**config.mk**
```make
export PLATFORM = sky130hd
export DESIGN_NAME = slpb_param_bank
export DESIGN_NICKNAME = d
export VERILOG_FILES = /design/src/slpb_pkg.sv /design/src/slpb_param_bank.sv
export SDC_FILE = /design/constraint.sdc
export NUM_CORES = 1
export LEC_CHECK = 0
export BUFFER_PORTS_ARGS = -buffer_cell sky130_fd_sc_hd__buf_2
export CORE_MARGIN = 2
export CORE_UTILIZATION = 54
export CTS_CLUSTER_SIZE = 28
export DETAILED_ROUTE_END_ITERATION = 7
export GPL_TIMING_DRIVEN = 0
export PLACE_DENSITY = 0.79
export SYNTH_ARGS = -nofsm -noshare
export SYNTH_HDL_FRONTEND = slang
export SYNTH_SLANG_ARGS = --single-unit
export TNS_END_PERCENT = 30
```
**constraint.sdc**
```tcl
create_clock -name clk_in -period 8.6 [get_ports clk_in]
set_input_delay 0.86 -clock clk_in [delete_from_list [all_inputs] [get_ports clk_in]]
set_output_delay 0.86 -clock clk_in [all_outputs]
set_load 0.02 [all_outputs]
```
**src/slpb_pkg.sv**
```systemverilog
// Purpose: Shared constants and carrier types for the stepper loop parameter bank
// Assumes: 40 MHz clock, 16-bit holding registers addressed by register number
// Notes: Register numbers, reset values and legal ranges live here once
package slpb_pkg;

   localparam int CLK_HZ = 40000000;
   localparam int TICK_US = 50;
   localparam int TICK_CYCLES = (CLK_HZ / 1000000) * TICK_US;

   // Step test phase lengths
   localparam int STEP_ZERO_US = 1000;
   localparam int STEP_HIGH_US = 10000;
   localparam int STEP_ZERO_CYCLES = (CLK_HZ / 1000000) * STEP_ZERO_US;
   localparam int STEP_HIGH_CYCLES = (CLK_HZ / 1000000) * STEP_HIGH_US;
   localparam logic [15:0] STEP_CURRENT_MA = 16'h03E8;

   localparam int NUM_REGS = 19;
   localparam logic [15:0] REG_BASE = 16'h001E;
   localparam logic [15:0] REG_AUTO_TUNING_ENABLE = 16'h001E;
   localparam logic [15:0] REG_IDENTIFIED_RESISTANCE = 16'h001F;
   localparam logic [15:0] REG_IDENTIFIED_INDUCTANCE = 16'h0020;
   localparam logic [15:0] REG_USER_RESISTANCE = 16'h0021;
   localparam logic [15:0] REG_USER_INDUCTANCE = 16'h0022;
   localparam logic [15:0] REG_TORQUE_CONSTANT = 16'h0023;
   localparam logic [15:0] REG_CURRENT_LOOP_PROP_GAIN = 16'h0024;
   localparam logic [15:0] REG_CURRENT_LOOP_INTEGRAL_GAIN = 16'h0025;
   localparam logic [15:0] REG_CURRENT_LOOP_COMP_COEFF = 16'h0026;
   localparam logic [15:0] REG_CURRENT_STEP_TEST = 16'h0027;
   localparam logic [15:0] REG_ENCODER_FEEDBACK_RESOLUTION = 16'h0028;
   localparam logic [15:0] REG_TRACKING_ERROR_THRESHOLD = 16'h0029;
   localparam logic [15:0] REG_SETTLE_ACCURACY_WINDOW = 16'h002A;
   localparam logic [15:0] REG_SETTLE_HOLD_DURATION = 16'h002B;
   localparam logic [15:0] REG_SETTLE_CHECK_DELAY = 16'h002C;
   localparam logic [15:0] REG_CLOSED_LOOP_MAX_CURRENT = 16'h002D;
   localparam logic [15:0] REG_CLOSED_LOOP_BASE_CURRENT_PCT = 16'h002E;
   localparam logic [15:0] REG_SPEED_FILTER_FIRST = 16'h002F;
   localparam logic [15:0] REG_SPEED_FILTER_SECOND = 16'h0030;

   // Index of each register within the bank
   localparam int IDX_AUTO = 0;
   localparam int IDX_IDENT_RES = 1;
   localparam int IDX_IDENT_IND = 2;
   localparam int IDX_USER_RES = 3;
   localparam int IDX_USER_IND = 4;
   localparam int IDX_TORQUE = 5;
   localparam int IDX_KP = 6;
   localparam int IDX_KI = 7;
   localparam int IDX_KC = 8;
   localparam int IDX_STEP = 9;
   localparam int IDX_ENC_RES = 10;
   localparam int IDX_TRACK = 11;
   localparam int IDX_WINDOW = 12;
   localparam int IDX_HOLD = 13;
   localparam int IDX_DELAY = 14;
   localparam int IDX_MAX_CUR = 15;
   localparam int IDX_BASE_PCT = 16;
   localparam int IDX_FILT1 = 17;
   localparam int IDX_FILT2 = 18;

   localparam logic [15:0] RESET_VAL [NUM_REGS] = '{
      16'h0000, 16'h0000, 16'h0000, 16'h03E8, 16'h0001, 16'h00C8, 16'h03E8,
      16'h00C8, 16'h0100, 16'h0000, 16'h0FA0, 16'h07D0, 16'h000A, 16'h0032,
      16'h0064, 16'h0FA0, 16'h0032, 16'h00C8, 16'h0258};
   localparam logic [15:0] RANGE_MIN [NUM_REGS] = '{
      16'h0000, 16'h0000, 16'h0000, 16'h0064, 16'h0001, 16'h0000, 16'h00C8,
      16'h0000, 16'h0000, 16'h0000, 16'h0100, 16'h0064, 16'h0001, 16'h0001,
      16'h0001, 16'h0000, 16'h0000, 16'h000A, 16'h000A};
   localparam logic [15:0] RANGE_MAX [NUM_REGS] = '{
      16'h0001, 16'hFFFF, 16'hFFFF, 16'h2710, 16'h000A, 16'h03E8, 16'h2710,
      16'h07D0, 16'h0400, 16'h0001, 16'hFFFF, 16'hFFFF, 16'hFFFF, 16'hFFFF,
      16'hFFFF, 16'h1388, 16'h0064, 16'h1388, 16'h1388};
   localparam logic [NUM_REGS-1:0] WRITABLE = 19'h7FFF9;

   localparam logic [7:0] EXC_NONE = 8'h00;
   localparam logic [7:0] EXC_ILLEGAL_ADDRESS = 8'h02;
   localparam logic [7:0] EXC_ILLEGAL_VALUE = 8'h03;

   localparam logic [1:0] MODE_OPEN_LOOP = 2'h0;
   localparam logic [1:0] MODE_SERVO_ONE = 2'h1;
   localparam logic [1:0] MODE_SERVO_TWO = 2'h2;

   typedef struct packed {
      logic [15:0] resistance_mohm;
      logic [15:0] inductance_mh;
      logic [15:0] torque_constant;
      logic [15:0] proportional_gain;
      logic [15:0] integral_gain;
      logic [15:0] comp_coeff;
      logic [15:0] max_current_ma;
      logic [15:0] base_current_pct;
      logic [15:0] speed_filter_first_hz;
      logic [15:0] speed_filter_second_hz;
      logic [15:0] encoder_lines;
   } slpb_loop_cfg_type;

   typedef struct packed {
      logic tracking_alarm;
      logic position_complete;
      logic step_test_active;
   } slpb_status_type;

endpackage : slpb_pkg

```
**src/slpb_param_bank.sv**
```systemverilog
// Purpose: Current loop and closed-loop supervision parameter bank of a stepper drive
// Assumes: Holding-register requests arrive already parsed from the serial frame
// Notes: Encoder pins are asynchronous and pass a three-stage synchroniser
// What this block does
// - One-bit automatic tuning enable, reset zero
// - Tuning off selects user winding resistance
// - Tuning off selects user winding inductance
// - Identified resistance and inductance are read-only
// - Torque constant applies only in servo two
// - Tuning selects generated or written loop gains
// - Compensation coefficient 0..1024, reset 256
// - Writing one runs zero-then-1000mA step test
// - Step register ignores zero, reads zero
// - Quadrature decode at four counts per line
// - Tracking error reaching threshold raises alarm in servo one or two
// - Complete after window held duration x 50us
// - Wait settle delay x 50us after pulses stop
// - Closed loop clamps current to configured maximum
// - Base current percentage 0..100, default 50
// - Two speed filter cutoffs 10..5000 Hz
// - Mode 0 open, 1 servo one, 2 servo two
`timescale 1ns/100ps
`default_nettype none
module slpb_param_bank #(
   parameter int STEP_ZERO_CYCLES = slpb_pkg::STEP_ZERO_CYCLES,
   parameter int STEP_HIGH_CYCLES = slpb_pkg::STEP_HIGH_CYCLES
) (
   // Clock and reset
   input wire logic clk_in,
   input wire logic rst_in,
   // Holding-register request
   input wire logic req_valid_in,
   input wire logic req_write_in,
   input wire logic [15:0] req_addr_in,
   input wire logic [15:0] req_wdata_in,
   // Holding-register answer
   output logic resp_valid_out,
   output logic [15:0] resp_rdata_out,
   output logic [7:0] resp_exception_out,
   // Operating mode and tuning engine
   input wire logic [1:0] motor_mode_in,
   input wire logic [15:0] ident_resistance_in,
   input wire logic [15:0] ident_inductance_in,
   input wire logic [15:0] auto_prop_gain_in,
   input wire logic [15:0] auto_integral_gain_in,
   // Position loop
   input wire logic enc_a_in,
   input wire logic enc_b_in,
   input wire logic cmd_pulse_in,
   input wire logic [31:0] cmd_position_in,
   input wire logic alarm_clear_in,
   input wire logic signed [15:0] current_request_in,
   // Results
   output logic [31:0] feedback_position_out,
   output logic signed [15:0] current_command_out,
   output slpb_pkg::slpb_loop_cfg_type loop_cfg_out,
   output slpb_pkg::slpb_status_type status_out
);

   typedef enum logic [1:0] {STEP_IDLE, STEP_ZERO, STEP_HIGH} slpb_step_state_type;

   logic [15:0] bank_q [slpb_pkg::NUM_REGS];
   logic [15:0] ident_res_q;
   logic [15:0] ident_ind_q;
   logic resp_valid_q;
   logic [15:0] resp_rdata_q;
   logic [7:0] resp_exc_q;
   logic [2:0] a_sync_q;
   logic [2:0] b_sync_q;
   logic a_q;
   logic b_q;
   logic a_prev_q;
   logic b_prev_q;
   logic [31:0] fb_pos_q;
   logic [11:0] tick_cnt_q;
   logic [15:0] delay_cnt_q;
   logic [15:0] hold_cnt_q;
   logic delay_done_q;
   logic complete_q;
   logic alarm_q;
   slpb_step_state_type step_state_q;
   logic [31:0] step_cnt_q;
   logic signed [15:0] cur_cmd_q;
   slpb_pkg::slpb_loop_cfg_type cfg_q;

   // Request decode
   wire logic [15:0] rel_addr = req_addr_in - slpb_pkg::REG_BASE;
   wire logic addr_hit = (req_addr_in >= slpb_pkg::REG_BASE) &&
      (rel_addr < 16'(slpb_pkg::NUM_REGS));
   wire logic [4:0] idx = rel_addr[4:0];
   wire logic idx_writable = addr_hit && slpb_pkg::WRITABLE[idx];
   wire logic value_ok = addr_hit && (req_wdata_in >= slpb_pkg::RANGE_MIN[idx]) &&
      (req_wdata_in <= slpb_pkg::RANGE_MAX[idx]);
   wire logic write_ok = req_valid_in && req_write_in && idx_writable && value_ok;
   wire logic step_start = write_ok && (idx == 5'(slpb_pkg::IDX_STEP)) &&
      (req_wdata_in == 16'h0001);
   wire logic [7:0] exc_d = !addr_hit ? slpb_pkg::EXC_ILLEGAL_ADDRESS :
      (req_write_in && !idx_writable) ? slpb_pkg::EXC_ILLEGAL_ADDRESS :
      (req_write_in && !value_ok) ? slpb_pkg::EXC_ILLEGAL_VALUE :
      slpb_pkg::EXC_NONE;
   wire logic [15:0] rdata_d = !addr_hit ? 16'h0000 :
      (idx == 5'(slpb_pkg::IDX_IDENT_RES)) ? ident_res_q :
      (idx == 5'(slpb_pkg::IDX_IDENT_IND)) ? ident_ind_q :
      (idx == 5'(slpb_pkg::IDX_STEP)) ? 16'h0000 :
      bank_q[idx];

   // Parameter storage, one flip-flop word per register
   genvar gi;
   generate
      for (gi = 0; gi < slpb_pkg::NUM_REGS; gi++)
      begin : g_bank
         always_ff @(posedge clk_in)
         begin
            if (rst_in)
               bank_q[gi] <= slpb_pkg::RESET_VAL[gi];
            else if (write_ok && (idx == 5'(gi)) && slpb_pkg::WRITABLE[gi])
               bank_q[gi] <= req_wdata_in;
         end
      end
   endgenerate

   always_ff @(posedge clk_in)
   begin
      if (rst_in)
      begin
         resp_valid_q <= 1'b0;
         resp_rdata_q <= 16'h0000;
         resp_exc_q <= slpb_pkg::EXC_NONE;
         ident_res_q <= 16'h0000;
         ident_ind_q <= 16'h0000;
      end
      else
      begin
         resp_valid_q <= req_valid_in;
         resp_rdata_q <= (req_valid_in && !req_write_in) ? rdata_d : 16'h0000;
         resp_exc_q <= req_valid_in ? exc_d : slpb_pkg::EXC_NONE;
         ident_res_q <= ident_resistance_in;
         ident_ind_q <= ident_inductance_in;
      end
   end

   // Effective loop configuration
   wire logic auto_on = bank_q[slpb_pkg::IDX_AUTO][0];
   wire logic servo_two = (motor_mode_in == slpb_pkg::MODE_SERVO_TWO);
   wire logic closed_loop = (motor_mode_in == slpb_pkg::MODE_SERVO_ONE) || servo_two;
   slpb_pkg::slpb_loop_cfg_type cfg_d;
   always_comb
   begin
      cfg_d.resistance_mohm = auto_on ? ident_res_q : bank_q[slpb_pkg::IDX_USER_RES];
      cfg_d.inductance_mh = auto_on ? ident_ind_q : bank_q[slpb_pkg::IDX_USER_IND];
      cfg_d.torque_constant = servo_two ? bank_q[slpb_pkg::IDX_TORQUE] : 16'h0000;
      cfg_d.proportional_gain = auto_on ? auto_prop_gain_in : bank_q[slpb_pkg::IDX_KP];
      cfg_d.integral_gain = auto_on ? auto_integral_gain_in : bank_q[slpb_pkg::IDX_KI];
      cfg_d.comp_coeff = bank_q[slpb_pkg::IDX_KC];
      cfg_d.max_current_ma = bank_q[slpb_pkg::IDX_MAX_CUR];
      cfg_d.base_current_pct = bank_q[slpb_pkg::IDX_BASE_PCT];
      cfg_d.speed_filter_first_hz = bank_q[slpb_pkg::IDX_FILT1];
      cfg_d.speed_filter_second_hz = bank_q[slpb_pkg::IDX_FILT2];
      cfg_d.encoder_lines = {2'b00, bank_q[slpb_pkg::IDX_ENC_RES][15:2]};
   end

   // Encoder pins: a change counts once stages two and three agree
   always_ff @(posedge clk_in)
   begin
      if (rst_in)
      begin
         a_sync_q <= 3'h0;
         b_sync_q <= 3'h0;
         a_q <= 1'b0;
         b_q <= 1'b0;
         a_prev_q <= 1'b0;
         b_prev_q <= 1'b0;
      end
      else
      begin
         a_sync_q <= {a_sync_q[1:0], enc_a_in};
         b_sync_q <= {b_sync_q[1:0], enc_b_in};
         if (a_sync_q[1] == a_sync_q[2])
            a_q <= a_sync_q[2];
         if (b_sync_q[1] == b_sync_q[2])
            b_q <= b_sync_q[2];
         a_prev_q <= a_q;
         b_prev_q <= b_q;
      end
   end

   // An edge of one phase alone is one count; edges of both phases in one cycle count none
   wire logic enc_step = (a_q ^ a_prev_q) ^ (b_q ^ b_prev_q);
   wire logic enc_up = a_q ^ b_prev_q;
   wire logic [31:0] track_err = cmd_position_in - fb_pos_q;
   wire logic [31:0] track_abs = track_err[31] ? (32'h0000_0000 - track_err) : track_err;
   wire logic err_alarm = track_abs >= {16'h0000, bank_q[slpb_pkg::IDX_TRACK]};
   wire logic in_window = track_abs <= {16'h0000, bank_q[slpb_pkg::IDX_WINDOW]};
   wire logic tick = (tick_cnt_q == 12'(slpb_pkg::TICK_CYCLES - 1));

   always_ff @(posedge clk_in)
   begin
      if (rst_in)
         fb_pos_q <= 32'h0000_0000;
      else if (enc_step)
         fb_pos_q <= enc_up ? fb_pos_q + 32'h0000_0001 : fb_pos_q - 32'h0000_0001;
   end

   // Alarm stays until cleared; a new breach in the clear cycle wins
   always_ff @(posedge clk_in)
   begin
      if (rst_in)
         alarm_q <= 1'b0;
      else if (closed_loop && err_alarm)
         alarm_q <= 1'b1;
      else if (alarm_clear_in)
         alarm_q <= 1'b0;
   end

   // Positioning completion timing on 50 us ticks
   always_ff @(posedge clk_in)
   begin
      if (rst_in || cmd_pulse_in)
         tick_cnt_q <= 12'h000;
      else
         tick_cnt_q <= tick ? 12'h000 : tick_cnt_q + 12'h001;
   end

   always_ff @(posedge clk_in)
   begin
      if (rst_in || cmd_pulse_in)
      begin
         delay_cnt_q <= 16'h0000;
         delay_done_q <= 1'b0;
      end
      else if (!delay_done_q && tick)
      begin
         delay_cnt_q <= delay_cnt_q + 16'h0001;
         delay_done_q <= (delay_cnt_q + 16'h0001) >= bank_q[slpb_pkg::IDX_DELAY];
      end
   end

   always_ff @(posedge clk_in)
   begin
      if (rst_in || cmd_pulse_in || !delay_done_q || !in_window)
      begin
         hold_cnt_q <= 16'h0000;
         complete_q <= 1'b0;
      end
      else if (!complete_q && tick)
      begin
         hold_cnt_q <= hold_cnt_q + 16'h0001;
         complete_q <= (hold_cnt_q + 16'h0001) >= bank_q[slpb_pkg::IDX_HOLD];
      end
   end

   // Current step test: zero phase, then fixed step current
   wire logic [31:0] step_last = (step_state_q == STEP_ZERO) ?
      32'(STEP_ZERO_CYCLES - 1) : 32'(STEP_HIGH_CYCLES - 1);
   always_ff @(posedge clk_in)
   begin
      if (rst_in)
      begin
         step_state_q <= STEP_IDLE;
         step_cnt_q <= 32'h0000_0000;
      end
      else
      begin
         case (step_state_q)
            STEP_IDLE:
            begin
               step_cnt_q <= 32'h0000_0000;
               if (step_start)
                  step_state_q <= STEP_ZERO;
            end
            STEP_ZERO, STEP_HIGH:
            begin
               if (step_cnt_q == step_last)
               begin
                  step_cnt_q <= 32'h0000_0000;
                  step_state_q <= (step_state_q == STEP_ZERO) ? STEP_HIGH : STEP_IDLE;
               end
               else
                  step_cnt_q <= step_cnt_q + 32'h0000_0001;
            end
            default:
               step_state_q <= STEP_IDLE;
         endcase
      end
   end

   // Winding current command, clamped in closed loop
   wire logic signed [16:0] cur_max = {1'b0, bank_q[slpb_pkg::IDX_MAX_CUR]};
   wire logic signed [16:0] cur_req = 17'(current_request_in);
   wire logic signed [15:0] cur_clamped = (cur_req > cur_max) ? cur_max[15:0] :
      (cur_req < -cur_max) ? 16'(-cur_max) : current_request_in;
   wire logic signed [15:0] cur_d = (step_state_q == STEP_ZERO) ? 16'h0000 :
      (step_state_q == STEP_HIGH) ? slpb_pkg::STEP_CURRENT_MA :
      closed_loop ? cur_clamped : current_request_in;

   always_ff @(posedge clk_in)
   begin
      if (rst_in)
      begin
         cur_cmd_q <= 16'h0000;
         cfg_q <= '0;
      end
      else
      begin
         cur_cmd_q <= cur_d;
         cfg_q <= cfg_d;
      end
   end

   assign resp_valid_out = resp_valid_q;
   assign resp_rdata_out = resp_rdata_q;
   assign resp_exception_out = resp_exc_q;
   assign feedback_position_out = fb_pos_q;
   assign current_command_out = cur_cmd_q;
   assign loop_cfg_out = cfg_q;
   assign status_out.tracking_alarm = alarm_q;
   assign status_out.position_complete = complete_q;
   assign status_out.step_test_active = (step_state_q != STEP_IDLE);

endmodule : slpb_param_bank
`default_nettype wire

```
==> impl_metrics.json, run 1 <==
{
  "finalHoldViolCount": 0,
  "grt.overflow.total": 0,
  "ctsHoldBuffers": 0,
  "clk_pin_slew_worst_paths_ns": 0.06,
  "place_congestion": 1.04,
  "total_power_mw": 7.76,
  "min_period_ns": 7.77,
  "netlist-cell-type-count": 98,
  "drive_above_1_share_pct": 16.6,
  "slew_viol_final": 0,
  "yosys_warnings": 0,
  "start_util_pct": 54.5,
  "route.detailed.drc": 2,
  "switching_share_pct": 28.3,
  "vias": 28700,
  "cts_buffers": 67,
  "synth_compound_area_share_pct": 11.3,
  "hp-class": "in2reg",
  "p_comb_share_pct": 15.4,
  "grt_usage_pct": 34.7,
  "dr.pass1.iters": 8,
  "critPathKind": "in2reg",
  "internal_power_mw": 5.56,
  "cts_root_buffer": "clkbuf_16",
  "syn_area_per_cell_sq_um": 9.92,
  "die_x_um": 253,
  "rsz0062_at_grt": "no",
  "rows": 91,
  "fmax_mhz": 129,
  "post_dp_cell_area_sq_um": 36600,
  "ios": 406,
  "coreArea_sq_um": 61600,
  "crit_arrival_ns": 8.04,
  "wl_per_cell_um": 23.9,
  "run_status": "complete, but fails checks",
  "htree_levels": 3,
  "yosys.area.top_type": "edfxtp_1",
  "wl_um": 113000,
  "violations": "DRC",
  "yosysTopAreaCellShare_pct": 24.3,
  "cts_buffer_depth": 3,
  "synth-edff-count": 272,
  "clkSinkCount": 636,
  "yosysMostFrequentCell": "nor2_1",
  "setup_viol": 0,
  "nFillCells": 4899,
  "initialDrtViolationCount": 3280,
  "synth_xor_area_share_pct": 4.49,
  "seq_area_frac_synth_pct": 46.0,
  "grt_pass1_wl_um": 166000,
  "synthArstFlopShare_pct": 0,
  "clock_latency_ns": 0.64,
  "p_leak_nw": 16.4,
  "cp_max_fo": 16,
  "grt_max_degree": 32,
  "netSwitchingPower_mw": 2.20,
  "multi_input_area_sq_um": 16900,
  "cts_post_setup_buffers_inserted": 0,
  "slew_headroom_pct": 17.8,
  "dieHeight_um": 253,
  "ff_latch_area_sq_um": 15500,
  "synth_flop_cell": "dfxtp_1",
  "vias_per_cell": 6.04,
  "dpl.hpwl_um": 86800,
  "cts_tree": "built",
  "cts_resized": 0,
  "synth_top_family_by_area": "simple AND/OR/NAND/NOR gates",
  "finClkSkew_ns": 0.0460,
  "antenna_found_initial": 10,
  "synth-seq-cells": 636,
  "grt_pass1_vias": 27300,
  "p_per_area_nw_per_um2": 198,
  "synthMuxAreaShare_pct": 7.04,
  "p_seq_share_pct": 43.4,
  "ir_drop_mv": 0.155,
  "synthTopCellsByArea": "edfxtp_1 (24%), dfxtp_1 (22%), ha_1 (7.5%)",
  "synthCells": 3386,
  "fin_util_pct": 63.6,
  "final_area_sq_um": 39100,
  "synth_area_sq_um": 33600,
  "required_ns": 8.87,
  "synth-simple-area-share_pct": 19.6,
  "maxCapViolCount": 0,
  "port-buffer-count": 396,
  "cp-start-kind": "input port",
  "synth_commonest_cells": "nor2_1 (481), dfxtp_1 (364), edfxtp_1 (272), nand2_1 (225), ha_1 (201)",
  "period_share_pct": 90.4,
  "cp-end-kind": "register",
  "p_clk_share_pct": 41.2,
  "die-area_sq_um": 64200,
  "final_nets": 4215,
  "area_growth_syn_to_layout_pct": 16.6,
  "tns_ns": 0,
  "tightest_slew_ns": 1.23,
  "ant_nets": 0,
  "yosys.area_share.adder_pct": 7.70
}
[cell usage in the layout (no fill, tap or decap), types with 46 or more instances in the layout]
cell type / synthesis / layout
nand2b_1: 46 / 46
o21ai_0: 92 / 92
nand2_1: 225 / 225
ha_1: 201 / 201
nor2_1: 481 / 481
edfxtp_1: 272 / 272
dfxtp_1: 364 / 364
clkbuf_1: 129 / 135
buf_2: 10 / 406
inv_1: 152 / 152
xor2_1: 94 / 94
and2_1: 47 / 47
a211oi_1: 50 / 50
nor3_1: 53 / 53
a21o_1: 66 / 66
mux2i_1: 92 / 92
mux4_2: 64 / 64
nand3_1: 79 / 79
clkbuf_16: 0 / 74
nor2b_1: 147 / 147
and3_1: 82 / 82
xnor2_1: 78 / 77
a21oi_1: 167 / 167
[critical path, cell delays in order]
cell,delay (ns)
buf_2,0.18
clkbuf_1,0.35
buf_1,0.66
buf_1,0.72
clkbuf_1,0.55
buf_1,0.59
nand3_1,0.23
o211ai_1,0.18
ha_1,0.28
a21o_1,0.16
a21oi_1,0.14
nor2b_1,0.06
o21ai_0,0.15
a21boi_0,0.11
o31a_1,0.28
o32ai_1,0.38
nand4b_1,0.50
nor3_1,0.89
a21o_1,0.74
[per-layer routing]
metal / global-route usage [%] / share of wire [%]
met3: 10.2 / 13
met4: 18.4 / 5.9
met1: 44.4 / 38
met5: 0 / 0.047
met2: 53.0 / 43
[final cells by class]
class                           count  share of cell area [%]
Clock buffer                       93                    5.18
Buffer                            172                    1.84
Timing Repair Buffer              396                    5.06
Multi-Input combinational cell   2433                    43.1
Antenna cell                        5                  0.0320
Clock inverter                     31                    1.20
Sequential cell                   636                    39.5
Inverter                          152                    1.46
Tap cell                          837                    2.68
[power groups by stage]
stage,clock network (mW),registers (mW),logic [mW]
after global placement,0,3.42,1.13
after CTS,3.19,3.36,1.16
final,3.20,3.37,1.19
after global routing,3.31,3.37,1.28
after floorplan,0,3.45,0.699
after detailed placement,0,3.43,1.15
[metrics by stage]
step	hold WS, ns	setup WS [ns]	instances
final	0.428	0.826	4755
after global routing	0.453	0.375	4752
after CTS	0.417	1.09	4750
after detailed placement	0.435	0.468	4626
after global placement	0.419	0.170	4626
after floorplan	0.414	2.55	3393
[registers in the layout (all words and copies together), names as in the netlist, 3 cells and up]
signal and cells:
a_sync_q 3, b_sync_q 3, bank_q 272, current_command_out 16, delay_cnt_q 16, feedback_position_out 32, hold_cnt_q 16, ident_ind_q 16
ident_res_q 16, loop_cfg_out 174, resp_rdata_out 16, step_cnt_q 32, tick_cnt_q 12
[path summary, 6_finish.rpt]
kind                             start              to  slack, ns  cells after the start
min reg2reg                b_sync_q[0]     b_sync_q[1]       0.44                      1
max reg2reg  feedback_position_out[22]  hold_cnt_q[12]       2.46                     27
min             ident_inductance_in[6]  ident_ind_q[6]       0.43                      2
max                     req_addr_in[1]   bank_q[4][10]       0.83                     19
[logic make-up (layout without fill, tap and decap cells)]
family,after synthesis,count (layout)
mux,156,156
compound gates,574,574
buf+inv,324,844
flops,636,636
fa+ha+maj,206,206
other cells,1,13
xor+xnor,172,172
simple gates,1317,1317
No activity file was read; power rests on OpenSTA's default activity.
==> run 2, diff against run 1 <==
- PLACE_DENSITY: 0.79 -> default
- PLACE_DENSITY_LB_ADDON: default -> 0.12
==> impl_metrics.json, run 2 (same netlist as run 1, synthesis figures left out) <==
{
  "run_status": "finished, final reports clean",
  "ir_drop_mv": 0.130,
  "min_period_ns": 7.76,
  "fin_util_pct": 63.1,
  "crit_buf_inv": 7,
  "clk_pin_slew_worst_paths_ns": 0.06,
  "required_ns": 8.85,
  "wl_um": 113000,
  "finClkSkew_ns": 0.0280,
  "critPathTopFamily": "buffers and inverters",
  "tns_ns": 0,
  "dpl.hpwl_um": 88500,
  "ant_nets": 0,
  "r2r_start": "feedback_position_out[22]",
  "cts_resized": 0,
  "antenna_found_initial": 3,
  "final_common_cell": "nor2_1",
  "setup_viol": 0,
  "max_stage_delay_ns": 0.70,
  "grt_pass1_vias": 25800,
  "dieHeight_um": 253,
  "rsz0062_at_grt": "no",
  "rows": 91,
  "clock_latency_ns": 0.63,
  "wl_per_cell_um": 23.7,
  "place_ws_ns": -0.0691,
  "tightest_slew_ns": 1.36,
  "slew_headroom_pct": 9.28,
  "hp-start": "a_sync_q[0]",
  "initialDrtViolationCount": 2920,
  "grt_usage_pct": 34.4,
  "cp-end-kind": "register",
  "cp-start-kind": "input port",
  "grt_pass1_wl_um": 162000,
  "start_util_pct": 54.5,
  "setup_ws_ns": 0.845,
  "vias": 28000,
  "htree_levels": 3,
  "clkSinkCount": 636,
  "area_growth_syn_to_layout_pct": 15.8,
  "die-area_sq_um": 64200,
  "port-buffer-count": 396,
  "cts_buffer_depth": 3,
  "grt_max_degree": 32,
  "crit_path_start": "req_addr_in[1]",
  "regMostFlops": "bank_q",
  "coreArea_sq_um": 61600,
  "fmax_mhz": 129,
  "largest_register_ffs": 272,
  "p_leak_nw": 16.3,
  "final_nets": 4217,
  "maxCapViolCount": 0,
  "ctsHoldBuffers": 0,
  "crit_arrival_ns": 8.01,
  "mostFrequentLayoutCells": "nor2_1 (481), buf_2 (407), dfxtp_1 (364), edfxtp_1 (272), nand2_1 (225)",
  "cts_tree": "built",
  "crit_path_frequent_cell": "buf_1",
  "die_x_um": 253,
  "crit_slowest_cell": "clkbuf_1",
  "cts_buffers": 68,
  "route.detailed.drc": 0,
  "critPathKind": "in2reg",
  "cts_post_setup_buffers_inserted": 0,
  "p_per_area_nw_per_um2": 194,
  "cts_root_buffer": "clkbuf_16",
  "hp-class": "reg2reg",
  "grt.overflow.total": 0,
  "drive_above_1_share_pct": 16.2,
  "vias_per_cell": 5.89,
  "place_congestion": 1.02,
  "slew_viol_final": 0,
  "path_cells": "buf_2, clkbuf_1, buf_1, buf_1, clkbuf_1, buf_1, nand3_1, o211ai_1, ha_1, a21o_1, a21oi_1, nor2b_1, o21ai_0, a21boi_0, o31a_1, o32ai_1, nand4b_1, nor3_1, buf_2, a21o_1",
  "period_share_pct": 90.2,
  "finalHoldViolCount": 0,
  "dr.pass1.iters": 8,
  "cp_max_fo": 16,
  "ios": 406
}
## run 2: changes by cell type in the layout (fill, tap and decap cells not counted), moves of 3 or more
cell / previous run / this run
clkinvlp_4: 0 / 3
inv_6: 1 / 5
clkbuf_16: 74 / 69
clkbuf_8: 10 / 5
clkbuf_1: 135 / 147
clkinv_16: 6 / 1
inv_4: 4 / 0
clkinv_1: 0 / 3
clkinv_2: 11 / 8
diode_2: 5 / 1
## run 2: through the flow
step | power, mW | hold WS (ns) | std cells | instance area, sq um
floorplan | 4.15 | 0.414 | 3393 | 33600
global placement | 4.58 | 0.422 | 4626 | 36600
detailed placement | 4.59 | 0.422 | 4626 | 36600
CTS | 7.53 | 0.429 | 4751 | 38900
global route | 7.77 | 0.445 | 4752 | 38900
finish | 7.55 | 0.428 | 4753 | 38900
## run 2: cell type report
class                           count  area [sq um]
Inverter                          152           571
Buffer                            172           719
Multi-Input combinational cell   2433         16900
Clock buffer                       96          1890
Timing Repair Buffer              397          1990
Fill cell                        5267         22700
Tap cell                          837          1050
Sequential cell                   636         15500
Antenna cell                        1          2.50
Clock inverter                     29           355
## run 2: where the power goes
part           internal, mW  switching (mW)
clock network          1.71            1.28
registers              3.28          0.0986
logic                 0.436           0.748
## run 2: path summary, 6_finish.rpt
kind | depth (start not counted) | slack, ns | to
setup reg to reg | 26 | 2.33 | hold_cnt_q[13]
setup / recovery | 20 | 0.84 | bank_q[5][12]
hold reg to reg | 1 | 0.43 | a_sync_q[1]
hold / removal | 1 | 0.43 | a_sync_q[1]
## run 2: layer usage
layer	wire length [um]	GRT usage (%)	up-vias
met1	45100	45.7	13200
met4	6550	18.1	0
li1	-	-	12900
met3	11500	6.85	303
met5	0	0	-
met2	49500	53.1	1545
## run 2: worst reg2reg max path: stages, from the launching register on
cell      delay (ns)
dfxtp_1         0.41
inv_1           0.07
ha_1            0.26
buf_2           0.19
nand2_1         0.09
o21ai_0         0.54
a221o_1         0.35
nand2_1         0.16
and3b_1         0.26
nor3_2          0.43
clkbuf_1        0.39
clkbuf_1        0.37
o21a_1          0.20
xor2_1          0.31
ha_1            0.32
a21o_1          0.17
a21oi_1         0.14
nor2b_1         0.06
o21ai_0         0.16
nand2_1         0.07
a21oi_1         0.14
o21ai_0         0.10
a21oi_1         0.22
o211a_1         0.20
nand4b_4        0.22
buf_8           0.26
nor2_4          0.10
